`src/design/wos_pkg.sv`:
```
// Shared constants for the waveform output sequencer
package wos_pkg;

	// ======================================================================
	// Bus geometry
	localparam int WB_AW = 8;
	localparam int WB_DW = 32;
	localparam int SMP_W = 16;

	// ======================================================================
	// Register byte offsets
	localparam logic [7:0] OFS_CTRL   = 8'h00;
	localparam logic [7:0] OFS_CFG    = 8'h04;
	localparam logic [7:0] OFS_DIV    = 8'h08;
	localparam logic [7:0] OFS_DELAY  = 8'h0c;
	localparam logic [7:0] OFS_COUNT  = 8'h10;
	localparam logic [7:0] OFS_FIFO   = 8'h14;
	localparam logic [7:0] OFS_STATUS = 8'h18;
	localparam logic [7:0] OFS_DONE   = 8'h1c;

	// ======================================================================
	// Command bits (write-only, self clearing)
	localparam int CTL_START  = 0;
	localparam int CTL_STOP   = 1;
	localparam int CTL_UPDATE = 2;
	localparam int CTL_FLUSH  = 3;

	// ======================================================================
	// Configuration fields
	localparam int CFG_HW_TIMED   = 0;
	localparam int CFG_BUFFERED   = 1;
	localparam int CFG_CONT       = 2;
	localparam int CFG_REGEN_LO   = 3;
	localparam int CFG_TRIG_EN    = 5;
	localparam int CFG_STRT_ANA   = 6;
	localparam int CFG_STRT_FALL  = 7;
	localparam int CFG_STRT_SEL   = 8;
	localparam int CFG_PAUSE_EN   = 11;
	localparam int CFG_PAUSE_ANA  = 12;
	localparam int CFG_PAUSE_HIGH = 13;
	localparam int CFG_PAUSE_SEL  = 14;
	localparam int CFG_PIN_OUT    = 17;
	localparam int CFG_EXT_UPD    = 18;
	localparam int CFG_EXT_FALL   = 19;
	localparam int CFG_BIP_LO     = 20;
	localparam int CFG_RGL_LO     = 22;
	localparam int CFG_TB_EXT     = 24;
	localparam int CFG_W          = 25;

	localparam logic [1:0] REGEN_HOST = 2'h0;
	localparam logic [1:0] REGEN_FIFO = 2'h1;
	localparam logic [1:0] REGEN_NONE = 2'h2;
	localparam logic [2:0] SEL_INTERNAL = 3'h7;

	// ======================================================================
	// Status fields
	localparam int ST_RUN     = 0;
	localparam int ST_UNDER   = 1;
	localparam int ST_FULL    = 2;
	localparam int ST_EMPTY   = 3;
	localparam int ST_REFUSED = 4;
	localparam int ST_ARMED   = 5;
	localparam int ST_LVL_LO  = 16;

	// ======================================================================
	// Reset values
	localparam logic [CFG_W-1:0] CFG_RST   = 25'h0000000;
	localparam logic [15:0]      DIV_RST   = 16'h0002;
	localparam logic [15:0]      DELAY_RST = 16'h0002;
	localparam logic [31:0]      COUNT_RST = 32'h00000000;

	// ======================================================================
	// Synchroniser slots: lines 0..5, start pin (line 6), timebase,
	// external update clock, analog comparison event
	localparam int SYN_PIN = 6;
	localparam int SYN_TB  = 7;
	localparam int SYN_EXT = 8;
	localparam int SYN_ANA = 9;
	localparam int SYN_N   = 10;

	typedef enum logic [1:0] {
		WOS_IDLE,
		WOS_ARMED,
		WOS_DELAY,
		WOS_RUN
	} wos_state_e;

endpackage : wos_pkg

```
`src/design/wos_sequencer.sv`:
```
// Two-channel waveform output sequencer with Wishbone register slave
// Notes on behaviour
// - Each channel has its own unipolar or bipolar range select bit.
// - Bipolar channel codes are two's complement.
// - Unipolar channel codes are unsigned straight binary.
// - Glitch uniforming starts disabled; one enable bit per channel.
// - Software timing: one update per software update command.
// - Hardware timing: updates paced by internal divider or external clock.
// - Host fills the FIFO; one sample leaves per update.
// - Finite mode stops itself after the programmed sample count when hardware timed and buffered.
// - Continuous mode runs until software stops it.
// - Standard regeneration: host keeps refilling the FIFO.
// - FIFO regeneration loops stored samples and refuses new writes once armed or running.
// - No regeneration: no repeats, underflow flagged on empty FIFO.
// - Non-buffered writes go to the FIFO, out on next update.
// - Start on trigger when enabled, else on software start.
// - Digital start: line 0..6 or internal source, selectable edge.
// - Analog start: first rising edge of comparison event.
// - Start pin as output shows start as a high pulse.
// - Start pin is an input after reset.
// - Pause blocks new samples only at sample boundaries.
// - Digital pause: selectable source and active level.
// - Analog pause when comparison event high; pause never output.
// - One update event refreshes both channels together.
// - Delay start to first internal update, default two ticks.
`timescale 1ns/100ps
module wos_sequencer #(
	parameter int FIFO_DEPTH = 64
) (
	input  wire logic                        clk_sys,
	input  wire logic                        rst_b,
	input  wire logic                        wb_cyc_i,
	input  wire logic                        wb_stb_i,
	input  wire logic                        wb_we_i,
	input  wire logic [wos_pkg::WB_AW-1:0]   wb_adr_i,
	input  wire logic [3:0]                  wb_sel_i,
	input  wire logic [wos_pkg::WB_DW-1:0]   wb_dat_i,
	output logic      [wos_pkg::WB_DW-1:0]   wb_dat_o,
	output logic                             wb_ack_o,
	input  wire logic [5:0]                  programmable_function_line,
	input  wire logic                        start_trigger_pin_i,
	output logic                             start_trigger_pin_o,
	output logic                             start_trigger_pin_oe,
	input  wire logic                        internal_trigger,
	input  wire logic                        internal_pause,
	input  wire logic                        analog_cmp_event,
	input  wire logic                        ext_update_clock,
	input  wire logic                        update_timebase,
	output logic      [wos_pkg::SMP_W-1:0]   dac0_code,
	output logic      [wos_pkg::SMP_W-1:0]   dac1_code,
	output logic                             dac_update,
	output logic      [1:0]                  range_bipolar,
	output logic      [1:0]                  reglitch_en,
	output logic                             underflow_flag
);
	import wos_pkg::*;

	localparam int AW = $clog2(FIFO_DEPTH);

	// Level field of STATUS has room for at most 15 level bits
	if (FIFO_DEPTH < 2 || FIFO_DEPTH > 16384 ||
			(1 << AW) != FIFO_DEPTH) begin : g_bad_depth
		$error("wos_sequencer: FIFO_DEPTH must be a power of two, 2..16384");
	end

	// ======================================================================
	// Declarations
	logic [CFG_W-1:0]   cfg_reg;
	logic [15:0]        div_reg;
	logic [15:0]        delay_reg;
	logic [31:0]        count_reg;
	logic [31:0]        done_reg;
	logic [15:0]        div_cnt_reg;
	logic [15:0]        delay_cnt_reg;
	logic               refused_reg;
	logic               start_prev_reg;
	logic [SYN_N-1:0]   syn_lvl;
	logic [SYN_N-1:0]   syn_prev_reg;
	logic [WB_DW-1:0]   mem [FIFO_DEPTH];
	logic [AW-1:0]      wr_ptr_reg;
	logic [AW-1:0]      rd_ptr_reg;
	logic [AW-1:0]      rg_off_reg;
	logic [AW:0]        level_reg;
	wos_state_e         state_reg;
	logic               bus_take;
	logic               wr_take;
	logic               ctl_wr;
	logic               start_cmd;
	logic               stop_cmd;
	logic               sw_upd_cmd;
	logic               flush_cmd;
	logic               fifo_wr;
	logic               st_wr;
	logic               hw_timed;
	logic               buffered;
	logic               ext_upd;
	logic               regen_loop;
	logic               locked;
	logic               full;
	logic               empty;
	logic               push;
	logic               pop;
	logic               tick;
	logic               ext_edge;
	logic               start_raw;
	logic               start_edge;
	logic               start_go;
	logic               pause_raw;
	logic               pause_active;
	logic               delay_hit;
	logic               div_hit;
	logic               running;
	logic               hw_evt;
	logic               upd_evt;
	logic               upd_fire;
	logic               under_set;
	logic               finish;
	logic [2:0]         strt_sel;
	logic [2:0]         pause_sel;
	logic [15:0]        div_last;
	logic [WB_DW-1:0]   head;
	logic [WB_DW-1:0]   rdata;
	logic [WB_DW-1:0]   status;

	function automatic logic [WB_DW-1:0] merge(input logic [WB_DW-1:0] old,
			input logic [WB_DW-1:0] val, input logic [3:0] sel);
		logic [WB_DW-1:0] res;
		res = old;
		for (int i = 0; i < 4; i++) begin
			if (sel[i]) begin
				res[8*i +: 8] = val[8*i +: 8];
			end
		end
		return res;
	endfunction : merge

	// Two's complement to offset binary; unsigned as is
	function automatic logic [SMP_W-1:0] to_dac(input logic [SMP_W-1:0] d,
			input logic bip);
		return bip ? {~d[SMP_W-1], d[SMP_W-2:0]} : d;
	endfunction : to_dac

	// ======================================================================
	// Input synchronisers
	wos_sync #(.W(SYN_N)) u_sync (
		.clk_sys   (clk_sys),
		.rst_b     (rst_b),
		.async_in  ({analog_cmp_event, ext_update_clock, update_timebase,
			start_trigger_pin_i, programmable_function_line}),
		.level_out (syn_lvl)
	);

	always_ff @(posedge clk_sys or negedge rst_b) begin
		if (!rst_b) begin
			syn_prev_reg   <= '0;
			start_prev_reg <= 1'b0;
		end else begin
			syn_prev_reg   <= syn_lvl;
			start_prev_reg <= start_raw;
		end
	end

	// ======================================================================
	// Wishbone slave: ack one cycle after the request, writes at ack edge
	assign bus_take = wb_cyc_i && wb_stb_i && !wb_ack_o;
	assign wr_take  = wb_cyc_i && wb_stb_i && wb_we_i && wb_ack_o;
	assign ctl_wr   = wr_take && wb_adr_i == OFS_CTRL && wb_sel_i[0];
	assign start_cmd  = ctl_wr && wb_dat_i[CTL_START];
	assign stop_cmd   = ctl_wr && wb_dat_i[CTL_STOP];
	assign sw_upd_cmd = ctl_wr && wb_dat_i[CTL_UPDATE];
	assign flush_cmd  = ctl_wr && wb_dat_i[CTL_FLUSH];
	assign fifo_wr  = wr_take && wb_adr_i == OFS_FIFO;
	assign st_wr    = wr_take && wb_adr_i == OFS_STATUS && wb_sel_i[0];

	always_ff @(posedge clk_sys or negedge rst_b) begin
		if (!rst_b) begin
			wb_ack_o <= 1'b0;
			wb_dat_o <= '0;
		end else begin
			wb_ack_o <= bus_take;
			if (bus_take) begin
				wb_dat_o <= rdata;
			end
		end
	end

	// Configuration comes up with glitch uniforming off
	always_ff @(posedge clk_sys or negedge rst_b) begin
		if (!rst_b) begin
			cfg_reg   <= CFG_RST;
			div_reg   <= DIV_RST;
			delay_reg <= DELAY_RST;
			count_reg <= COUNT_RST;
		end else if (wr_take) begin
			unique case (wb_adr_i)
				OFS_CFG: cfg_reg <= CFG_W'(merge(32'(cfg_reg), wb_dat_i,
						wb_sel_i));
				OFS_DIV: div_reg <= 16'(merge(32'(div_reg), wb_dat_i,
						wb_sel_i));
				OFS_DELAY: delay_reg <= 16'(merge(32'(delay_reg), wb_dat_i,
						wb_sel_i));
				OFS_COUNT: count_reg <= merge(count_reg, wb_dat_i, wb_sel_i);
				default: begin
				end
			endcase
		end
	end

	assign status = {{(16 - AW - 1){1'b0}}, level_reg, 10'h000,
		state_reg == WOS_ARMED, refused_reg, empty, full, underflow_flag,
		running};

	always_comb begin
		unique case (wb_adr_i)
			OFS_CFG:    rdata = 32'(cfg_reg);
			OFS_DIV:    rdata = 32'(div_reg);
			OFS_DELAY:  rdata = 32'(delay_reg);
			OFS_COUNT:  rdata = count_reg;
			OFS_STATUS: rdata = status;
			OFS_DONE:   rdata = done_reg;
			default:    rdata = 32'h00000000;
		endcase
	end

	// ======================================================================
	// Configuration decode
	assign hw_timed   = cfg_reg[CFG_HW_TIMED];
	assign buffered   = cfg_reg[CFG_BUFFERED];
	assign ext_upd    = cfg_reg[CFG_EXT_UPD];
	assign strt_sel   = cfg_reg[CFG_STRT_SEL +: 3];
	assign pause_sel  = cfg_reg[CFG_PAUSE_SEL +: 3];
	// Range and reglitch bits, one per channel
	assign range_bipolar = cfg_reg[CFG_BIP_LO +: 2];
	assign reglitch_en   = cfg_reg[CFG_RGL_LO +: 2];
	// Pin output enable resets low, so the pin starts as input
	assign start_trigger_pin_oe = cfg_reg[CFG_PIN_OUT];

	// ======================================================================
	// Trigger selection
	// Source lines 0..6 or internal signal, chosen edge
	assign start_raw = cfg_reg[CFG_STRT_ANA] ? syn_lvl[SYN_ANA] :
		(strt_sel == SEL_INTERNAL) ? internal_trigger : syn_lvl[strt_sel];
	// Analog source always starts on the rising edge
	assign start_edge = (cfg_reg[CFG_STRT_FALL] && !cfg_reg[CFG_STRT_ANA]) ?
		(start_prev_reg && !start_raw) : (!start_prev_reg && start_raw);

	// Digital pause source and level; analog high pauses
	assign pause_raw = cfg_reg[CFG_PAUSE_ANA] ? syn_lvl[SYN_ANA] :
		(pause_sel == SEL_INTERNAL) ? internal_pause : syn_lvl[pause_sel];
	assign pause_active = cfg_reg[CFG_PAUSE_EN] &&
		(cfg_reg[CFG_PAUSE_ANA] || cfg_reg[CFG_PAUSE_HIGH] ?
		pause_raw : !pause_raw);

	// Trigger when enabled, otherwise the software command
	assign start_go = (state_reg == WOS_IDLE && start_cmd &&
		!cfg_reg[CFG_TRIG_EN]) || (state_reg == WOS_ARMED && start_edge);

	// ======================================================================
	// Update pacing
	assign tick = cfg_reg[CFG_TB_EXT] ?
		(syn_lvl[SYN_TB] && !syn_prev_reg[SYN_TB]) : 1'b1;
	assign ext_edge = cfg_reg[CFG_EXT_FALL] ?
		(syn_prev_reg[SYN_EXT] && !syn_lvl[SYN_EXT]) :
		(!syn_prev_reg[SYN_EXT] && syn_lvl[SYN_EXT]);
	assign div_last  = (div_reg == 16'h0000) ? 16'h0000 : div_reg - 16'h0001;
	assign div_hit   = tick && div_cnt_reg >= div_last;
	// Delay counted in timebase ticks from the start
	assign delay_hit = delay_reg == 16'h0000 ||
		(tick && delay_cnt_reg >= delay_reg - 16'h0001);
	assign running = state_reg == WOS_DELAY || state_reg == WOS_RUN;

	// Internal divider or external clock; pause gates
	// every sample boundary for as long as it is active
	assign hw_evt = hw_timed && !pause_active &&
		((state_reg == WOS_RUN && (ext_upd ? ext_edge : div_hit)) ||
		(state_reg == WOS_DELAY && delay_hit));
	assign upd_evt  = hw_timed ? hw_evt : sw_upd_cmd;
	assign upd_fire = upd_evt && !empty;
	assign under_set = hw_evt && buffered && !regen_loop && empty;
	assign finish = running && hw_timed && buffered &&
		!cfg_reg[CFG_CONT] && upd_fire && done_reg + 32'h1 == count_reg;

	// ======================================================================
	// Sequence state
	always_ff @(posedge clk_sys or negedge rst_b) begin
		if (!rst_b) begin
			state_reg <= WOS_IDLE;
		end else if (stop_cmd) begin
			state_reg <= WOS_IDLE;
		end else begin
			unique case (state_reg)
				WOS_IDLE: begin
					if (start_go) begin
						state_reg <= ext_upd ? WOS_RUN : WOS_DELAY;
					end else if (start_cmd) begin
						state_reg <= WOS_ARMED;
					end
				end
				WOS_ARMED: begin
					if (start_go) begin
						state_reg <= ext_upd ? WOS_RUN : WOS_DELAY;
					end
				end
				WOS_DELAY: begin
					if (finish) begin
						state_reg <= WOS_IDLE;
					end else if (delay_hit) begin
						state_reg <= WOS_RUN;
					end
				end
				WOS_RUN: begin
					// Continuous run leaves only on stop
					if (finish) begin
						state_reg <= WOS_IDLE;
					end
				end
			endcase
		end
	end

	// Divider holds its count while paused
	always_ff @(posedge clk_sys or negedge rst_b) begin
		if (!rst_b) begin
			div_cnt_reg   <= 16'h0000;
			delay_cnt_reg <= 16'h0000;
		end else if (start_go || state_reg == WOS_DELAY) begin
			div_cnt_reg   <= 16'h0000;
			delay_cnt_reg <= (start_go || !tick) ? (start_go ? 16'h0000 :
				delay_cnt_reg) : delay_cnt_reg + 16'h0001;
		end else if (state_reg == WOS_RUN && !pause_active && tick) begin
			div_cnt_reg <= div_hit ? 16'h0000 : div_cnt_reg + 16'h0001;
		end
	end

	always_ff @(posedge clk_sys or negedge rst_b) begin
		if (!rst_b) begin
			done_reg <= 32'h00000000;
		end else if (start_go) begin
			done_reg <= 32'h00000000;
		end else if (upd_fire) begin
			done_reg <= done_reg + 32'h1;
		end
	end

	// Start shown on the pin as a one-cycle high pulse
	always_ff @(posedge clk_sys or negedge rst_b) begin
		if (!rst_b) begin
			start_trigger_pin_o <= 1'b0;
		end else begin
			start_trigger_pin_o <= start_go;
		end
	end

	// ======================================================================
	// Sample FIFO
	// Looping from the FIFO locks out writes once out of idle (armed or running)
	assign regen_loop = hw_timed && buffered &&
		cfg_reg[CFG_REGEN_LO +: 2] == REGEN_FIFO;
	assign locked = regen_loop && state_reg != WOS_IDLE;
	assign full   = level_reg == (AW + 1)'(FIFO_DEPTH);
	assign empty  = level_reg == '0;
	// Host writes land in the FIFO
	assign push   = fifo_wr && !full && !locked;
	assign pop    = upd_fire && !regen_loop;
	assign head   = mem[rd_ptr_reg + (regen_loop ? rg_off_reg : '0)];

	always_ff @(posedge clk_sys) begin
		if (push) begin
			mem[wr_ptr_reg] <= wb_dat_i;
		end
	end

	always_ff @(posedge clk_sys or negedge rst_b) begin
		if (!rst_b) begin
			wr_ptr_reg <= '0;
			rd_ptr_reg <= '0;
			level_reg  <= '0;
		end else if (flush_cmd && state_reg == WOS_IDLE) begin
			wr_ptr_reg <= '0;
			rd_ptr_reg <= '0;
			level_reg  <= '0;
		end else begin
			wr_ptr_reg <= wr_ptr_reg + AW'(push);
			rd_ptr_reg <= rd_ptr_reg + AW'(pop);
			level_reg  <= level_reg + (AW + 1)'(push) - (AW + 1)'(pop);
		end
	end

	// Loop offset wraps over the whole stored buffer
	always_ff @(posedge clk_sys or negedge rst_b) begin
		if (!rst_b) begin
			rg_off_reg <= '0;
		end else if (start_go || !regen_loop) begin
			rg_off_reg <= '0;
		end else if (upd_fire) begin
			rg_off_reg <= ({1'b0, rg_off_reg} == level_reg - 1'b1) ? '0 :
				rg_off_reg + 1'b1;
		end
	end

	// Sticky flags: a new event beats a clear
	always_ff @(posedge clk_sys or negedge rst_b) begin
		if (!rst_b) begin
			underflow_flag <= 1'b0;
			refused_reg    <= 1'b0;
		end else begin
			underflow_flag <= under_set ||
				(underflow_flag && !(st_wr && wb_dat_i[ST_UNDER]));
			refused_reg <= (fifo_wr && (full || locked)) ||
				(refused_reg && !(st_wr && wb_dat_i[ST_REFUSED]));
		end
	end

	// ======================================================================
	// Converter outputs
	// Both channels load on the same update
	always_ff @(posedge clk_sys or negedge rst_b) begin
		if (!rst_b) begin
			dac0_code  <= '0;
			dac1_code  <= '0;
			dac_update <= 1'b0;
		end else begin
			dac_update <= upd_fire;
			if (upd_fire) begin
				dac0_code <= to_dac(head[SMP_W-1:0], range_bipolar[0]);
				dac1_code <= to_dac(head[2*SMP_W-1:SMP_W], range_bipolar[1]);
			end
		end
	end

	// ======================================================================
	// Assertions
	a_ack_single: assert property (@(posedge clk_sys) disable iff (!rst_b)
		wb_ack_o |=> !wb_ack_o) else $error("ack held over one cycle");
	a_sw_update: assert property (@(posedge clk_sys) disable iff (!rst_b)
		(!hw_timed && sw_upd_cmd && !empty) |=> dac_update ##1 !dac_update)
		else $error("software update did not give one update");
	a_pause_blocks: assert property (@(posedge clk_sys) disable iff (!rst_b)
		(hw_timed && pause_active) |=> !dac_update)
		else $error("update while paused");
	a_finite_stop: assert property (@(posedge clk_sys) disable iff (!rst_b)
		finish && !stop_cmd |=> state_reg == WOS_IDLE ##1 !dac_update)
		else $error("finite run did not stop");
	a_cont_runs: assert property (@(posedge clk_sys) disable iff (!rst_b)
		(state_reg == WOS_RUN && cfg_reg[CFG_CONT] && !stop_cmd)
		|=> state_reg == WOS_RUN) else $error("continuous run ended");
	a_under_flag: assert property (@(posedge clk_sys) disable iff (!rst_b)
		under_set |=> underflow_flag ##1 (underflow_flag || $past(st_wr)))
		else $error("underflow not latched");
	a_under_sticky: assert property (@(posedge clk_sys) disable iff (!rst_b)
		(underflow_flag && !st_wr) |=> underflow_flag)
		else $error("underflow flag lost");
	a_start_pulse: assert property (@(posedge clk_sys) disable iff (!rst_b)
		start_go |=> start_trigger_pin_o ##1 !start_trigger_pin_o)
		else $error("start pulse wrong");
	a_regen_lock: assert property (@(posedge clk_sys) disable iff (!rst_b)
		(locked && fifo_wr) |=> $stable(wr_ptr_reg) && refused_reg)
		else $error("write accepted while looping");
	a_both_chan: assert property (@(posedge clk_sys) disable iff (!rst_b)
		($changed(dac0_code) || $changed(dac1_code)) |-> dac_update)
		else $error("channel changed outside an update");
	c_finite_done: cover property (@(posedge clk_sys) disable iff (!rst_b)
		finish);
	c_underflow: cover property (@(posedge clk_sys) disable iff (!rst_b)
		under_set);
	c_regen_wrap: cover property (@(posedge clk_sys) disable iff (!rst_b)
		regen_loop && upd_fire && rg_off_reg != '0 ##1 rg_off_reg == '0);
	c_pause_run: cover property (@(posedge clk_sys) disable iff (!rst_b)
		state_reg == WOS_RUN && pause_active ##1 !pause_active);

endmodule : wos_sequencer

```
`src/design/wos_sync.sv`:
```
// Three-stage input synchroniser with agreement filter
`timescale 1ns/100ps
module wos_sync #(
	parameter int W = 1
) (
	input  wire logic         clk_sys,
	input  wire logic         rst_b,
	input  wire logic [W-1:0] async_in,
	output logic      [W-1:0] level_out
);
	logic [W-1:0] s1_reg;
	logic [W-1:0] s2_reg;
	logic [W-1:0] s3_reg;

	if (W < 1) begin : g_bad_width
		$error("wos_sync: W must be at least 1");
	end

	always_ff @(posedge clk_sys or negedge rst_b) begin
		if (!rst_b) begin
			s1_reg    <= '0;
			s2_reg    <= '0;
			s3_reg    <= '0;
			level_out <= '0;
		end else begin
			s1_reg    <= async_in;
			s2_reg    <= s1_reg;
			s3_reg    <= s2_reg;
			// Only a value seen twice in a row is believed
			level_out <= (s2_reg & s3_reg) | (level_out & (s2_reg ^ s3_reg));
		end
	end

endmodule : wos_sync

```
`config.mk`:
```
export PLATFORM = sky130hd
export DESIGN_NAME = wos_sequencer
export DESIGN_NICKNAME = d
export VERILOG_FILES = /design/src/design/wos_pkg.sv /design/src/design/wos_sequencer.sv /design/src/design/wos_sync.sv
export SDC_FILE = /design/constraint.sdc
export NUM_CORES = 2
export LEC_CHECK = 0
export BUFFER_PORTS_ARGS = -buffer_cell sky130_fd_sc_hd__buf_2
export CORE_ASPECT_RATIO = 0.5
export CORE_UTILIZATION = 30
export CTS_CLUSTER_DIAMETER = 150
export DETAILED_ROUTE_END_ITERATION = 10
export PLACE_DENSITY = 0.49
export SLEW_MARGIN = 20
export SYNTH_ARGS = -nofsm -noshare
export SYNTH_HDL_FRONTEND = slang
export SYNTH_SLANG_ARGS = --single-unit
```
`constraint.sdc`:
```
create_clock -name clk_sys -period 6.9 [get_ports clk_sys]
set_clock_uncertainty 0.1 [all_clocks]
set_input_delay 0.69 -clock clk_sys [delete_from_list [all_inputs] [get_ports clk_sys]]
set_output_delay 0.69 -clock clk_sys [all_outputs]
set_load 0.01 [all_outputs]
```
==> results.cfg <==
[grt]
grt_max_degree = 125
antenna_found_initial = 12
grt_pass1_wl_um = 370000
overflow = 0
track_usage_pct = 16.3
grt_pass1_vias = 48900

[power]
power.leakage_nw = 34.6
ir_drop_v = 0.000217
power_density_nw_per_um2 = 271
power_switching_mw = 6.33
intPower_mw = 23.0
swShare_pct = 21.6
p_seq_share_pct = 53.4
clockPowerShare_pct = 42.0
p_total_mw = 29.3
combinationalPowerShare_pct = 4.6

[worst_hold_path]
hp-class = in2reg

[sta]
report.final.slew_viol_count = 0
rsz0062_at_grt = false
max_freq_mhz = 162
period_needed_ps = 6160
tightest_slew_ps = 1190
timing.final.crit_share_pct = 89.3
finalSetupTns_ps = 0
hold_violations = 0
slew-limit-headroom_pct = 20.6
setup_viol = 0

[clock_network]
clkTransAtPathRegs_ps = 60
cts_hold_buf = 12
h-tree-depth = 4
cts_tree = built
clk_path_buf_depth = 4
cts_resized = 0
postCtsSetupRepairBufs = 0
cts_made_buffers = 231
clock-sinks = 2340
ctsRootBufferMaster = clkbuf_16
clock_latency_ps = 860

[synth]
syn-num-nets = 4751
synth_flop_cell = edfxtp_1
postSynthCellCount = 4617
synth-edff-count = 2048
syn_area_per_cell_um2 = 20.3
yosysUniqueCellTypes = 77
async_reset_ff_share_pct = 12.5
yosysWarningCount = 0
ys_seq_area_share_pct = 73.6
ys_ff_latch = 2340
synth_area_um2 = 93500

[final_layout]
seqCellArea_um2 = 68800
finish.net_count = 5064
multiInputGateArea_um2 = 24200
largest_reg_flops = 2048
drive_gt1_share_pct = 28.8
fillers = 28700
regMostFlops = mem
syn2layout_area_growth_pct = 15.5

[floorplan]
die_h_um = 397
ios = 134
dieArea_um2 = 314000
die_x_um = 792
initial_core_util_pct = 30.3
coreArea_um2 = 309000
num_rows = 144

[place]
port_buffers = 133
place.gp.congestion = 0.817
dp.final_hpwl_um = 150000

[route]
route.detailed.drc = 0
ant_nets = 0
routed_wl_um = 260000
num_vias = 47500
viasPerCell = 5.12
wl_per_cell_um = 28.1
drt_iter0_markers = 4908
dr.pass1.iters = 8

[worst_setup_path]
cp_slowest_stage_delay_ps = 620
worstPathRequired_ps = 7480
critPathKind = reg2reg
arrival_ps = 6740
crit_path_frequent_cell = nor2_1
start_kind = flop
cp-end-kind = flop
crit_fanout = 6
slowest_stage = or4_1

[run]
cap_violations = 0

[outcome]
outcome = complete, no violations
## worst max-delay path: cells and delay by family, from the launching register on
kind / cells / cell delay (ps)
buf+inv: 2 / 130
compound gates: 7 / 1120
simple gates: 13 / 3010
fa+ha+maj: 4 / 1180
flops: 1 / 440
## cell usage in the layout (no fill, tap or decap), drive strengths merged, types with 6 or more instances in the layout
cell type / n
mux4: 644
or4: 18
nand3b: 10
nor2: 172
or3: 32
a22o: 7
dlygate4sd3: 12
clkbuf: 304
mux2i: 47
nand2b: 11
xnor2: 69
buf: 308
nand4: 26
and4: 10
a22oi: 28
xor2: 39
a21o: 24
mux2: 119
nor3b: 7
inv: 48
nor2b: 11
a21oi: 85
a221oi: 13
bufinv: 18
nand3: 58
a31oi: 8
edfxtp: 2048
clkinv: 80
diode: 7
dfrtp: 290
and3: 11
nor4: 17
o31ai: 14
o21ai: 128
a211oi: 6
nor3: 40
a222oi: 12
clkinvlp: 8
nand2: 182
ha: 71
## final timing paths
kind / slack, ps / cells after the start / end / start
max reg2reg: 740 / 26 / level_reg[6] / div_reg[4]
max in group asynchronous: 4900 / 3 / wb_dat_o[0] / rst_b
min: 110 / 3 / cfg_reg[24] / wb_sel_i[3]
min in group asynchronous: 430 / 2 / u_sync.s1_reg[0] / rst_b
min reg2reg: 250 / 0 / u_sync.s2_reg[8] / u_sync.s1_reg[8]
max: 740 / 26 / level_reg[6] / div_reg[4]
## layer usage
layer,global-route usage (%),part of all wire (%)
met5,0,0
met4,3.72,2.2
met3,2.16,5.4
met2,27.2,49
met1,22.9,44
## cell families (layout without fill, tap and decap cells)
family          Yosys count  in the layout  synth area share [%]
compound gates          371            371                  2.51
xor+xnor                108            108                  1.01
fa+ha+maj                73             73                 0.992
buf+inv                 284            778                  1.19
flops                  2340           2340                  73.6
mux                     810            810                  17.4
other cells               0              7                     0
simple gates            631            631                  3.30
## stage by stage
stage | util (%) | cell area [um^2] | instances | hold slack [ps] | setup WS (ps)
global placement | 32.6 | 101000 | 8845 | 233 | 598
floorplan | - | 93500 | 4617 | 231 | 1020
finish | 35.0 | 108000 | 9279 | 108 | 739
CTS | 35.0 | 108000 | 9272 | 43.5 | 741
detailed placement | 32.6 | 101000 | 8846 | 241 | 810
global route | 35.0 | 108000 | 9272 | 88.4 | 218
## layout make-up
type | instances | share of cell area (%)
tap | 4161 | 4.82
timing repair buffer | 320 | 2.24
inverter | 44 | 0.153
clock inverter | 110 | 0.936
sequential | 2340 | 63.7
multi-input combinational | 1993 | 22.4
clock buffer | 304 | 5.76
antenna | 7 | 0.0162
## Yosys cell counts, types with 6 or more instances
library cell | count | area (um^2)
nor2_1 | 172 | 646
a222oi_1 | 12 | 120
a211oi_1 | 6 | 45.0
nor4_1 | 16 | 100
dfrtp_1 | 290 | 7260
xnor2_1 | 69 | 604
mux4_2 | 642 | 14500
nand3b_1 | 10 | 75.1
o31ai_1 | 14 | 105
mux2i_1 | 47 | 470
inv_1 | 44 | 165
edfxtp_1 | 2048 | 61500
nand2b_1 | 11 | 68.8
a21oi_1 | 85 | 425
nand2_1 | 182 | 683
a22oi_1 | 28 | 210
nor2b_1 | 11 | 68.8
nor3_1 | 40 | 200
mux2_2 | 119 | 1340
buf_1 | 44 | 165
nand3_1 | 58 | 290
and3_1 | 11 | 68.8
a31oi_1 | 8 | 50.1
a21o_1 | 24 | 180
ha_1 | 71 | 888
buf_2 | 7 | 35.0
a221oi_1 | 13 | 114
a22o_1 | 7 | 61.3
nor3b_1 | 7 | 52.6
or3_1 | 32 | 200
nand4_1 | 26 | 163
clkbuf_1 | 182 | 683
o21ai_0 | 127 | 636
xor2_1 | 39 | 342
and4_1 | 10 | 87.6
or4_1 | 18 | 135
## power groups by stage
stage               registers [mW]  logic, mW  clock network, mW
floorplan                     15.9      0.806                  0
global placement              16.0       1.31                  0
detailed placement            16.0       1.34                  0
CTS                           15.7       1.36               12.6
global route                  15.7       1.47               13.1
finish                        15.7       1.34               12.3
(Power assumes the default switching activity.)
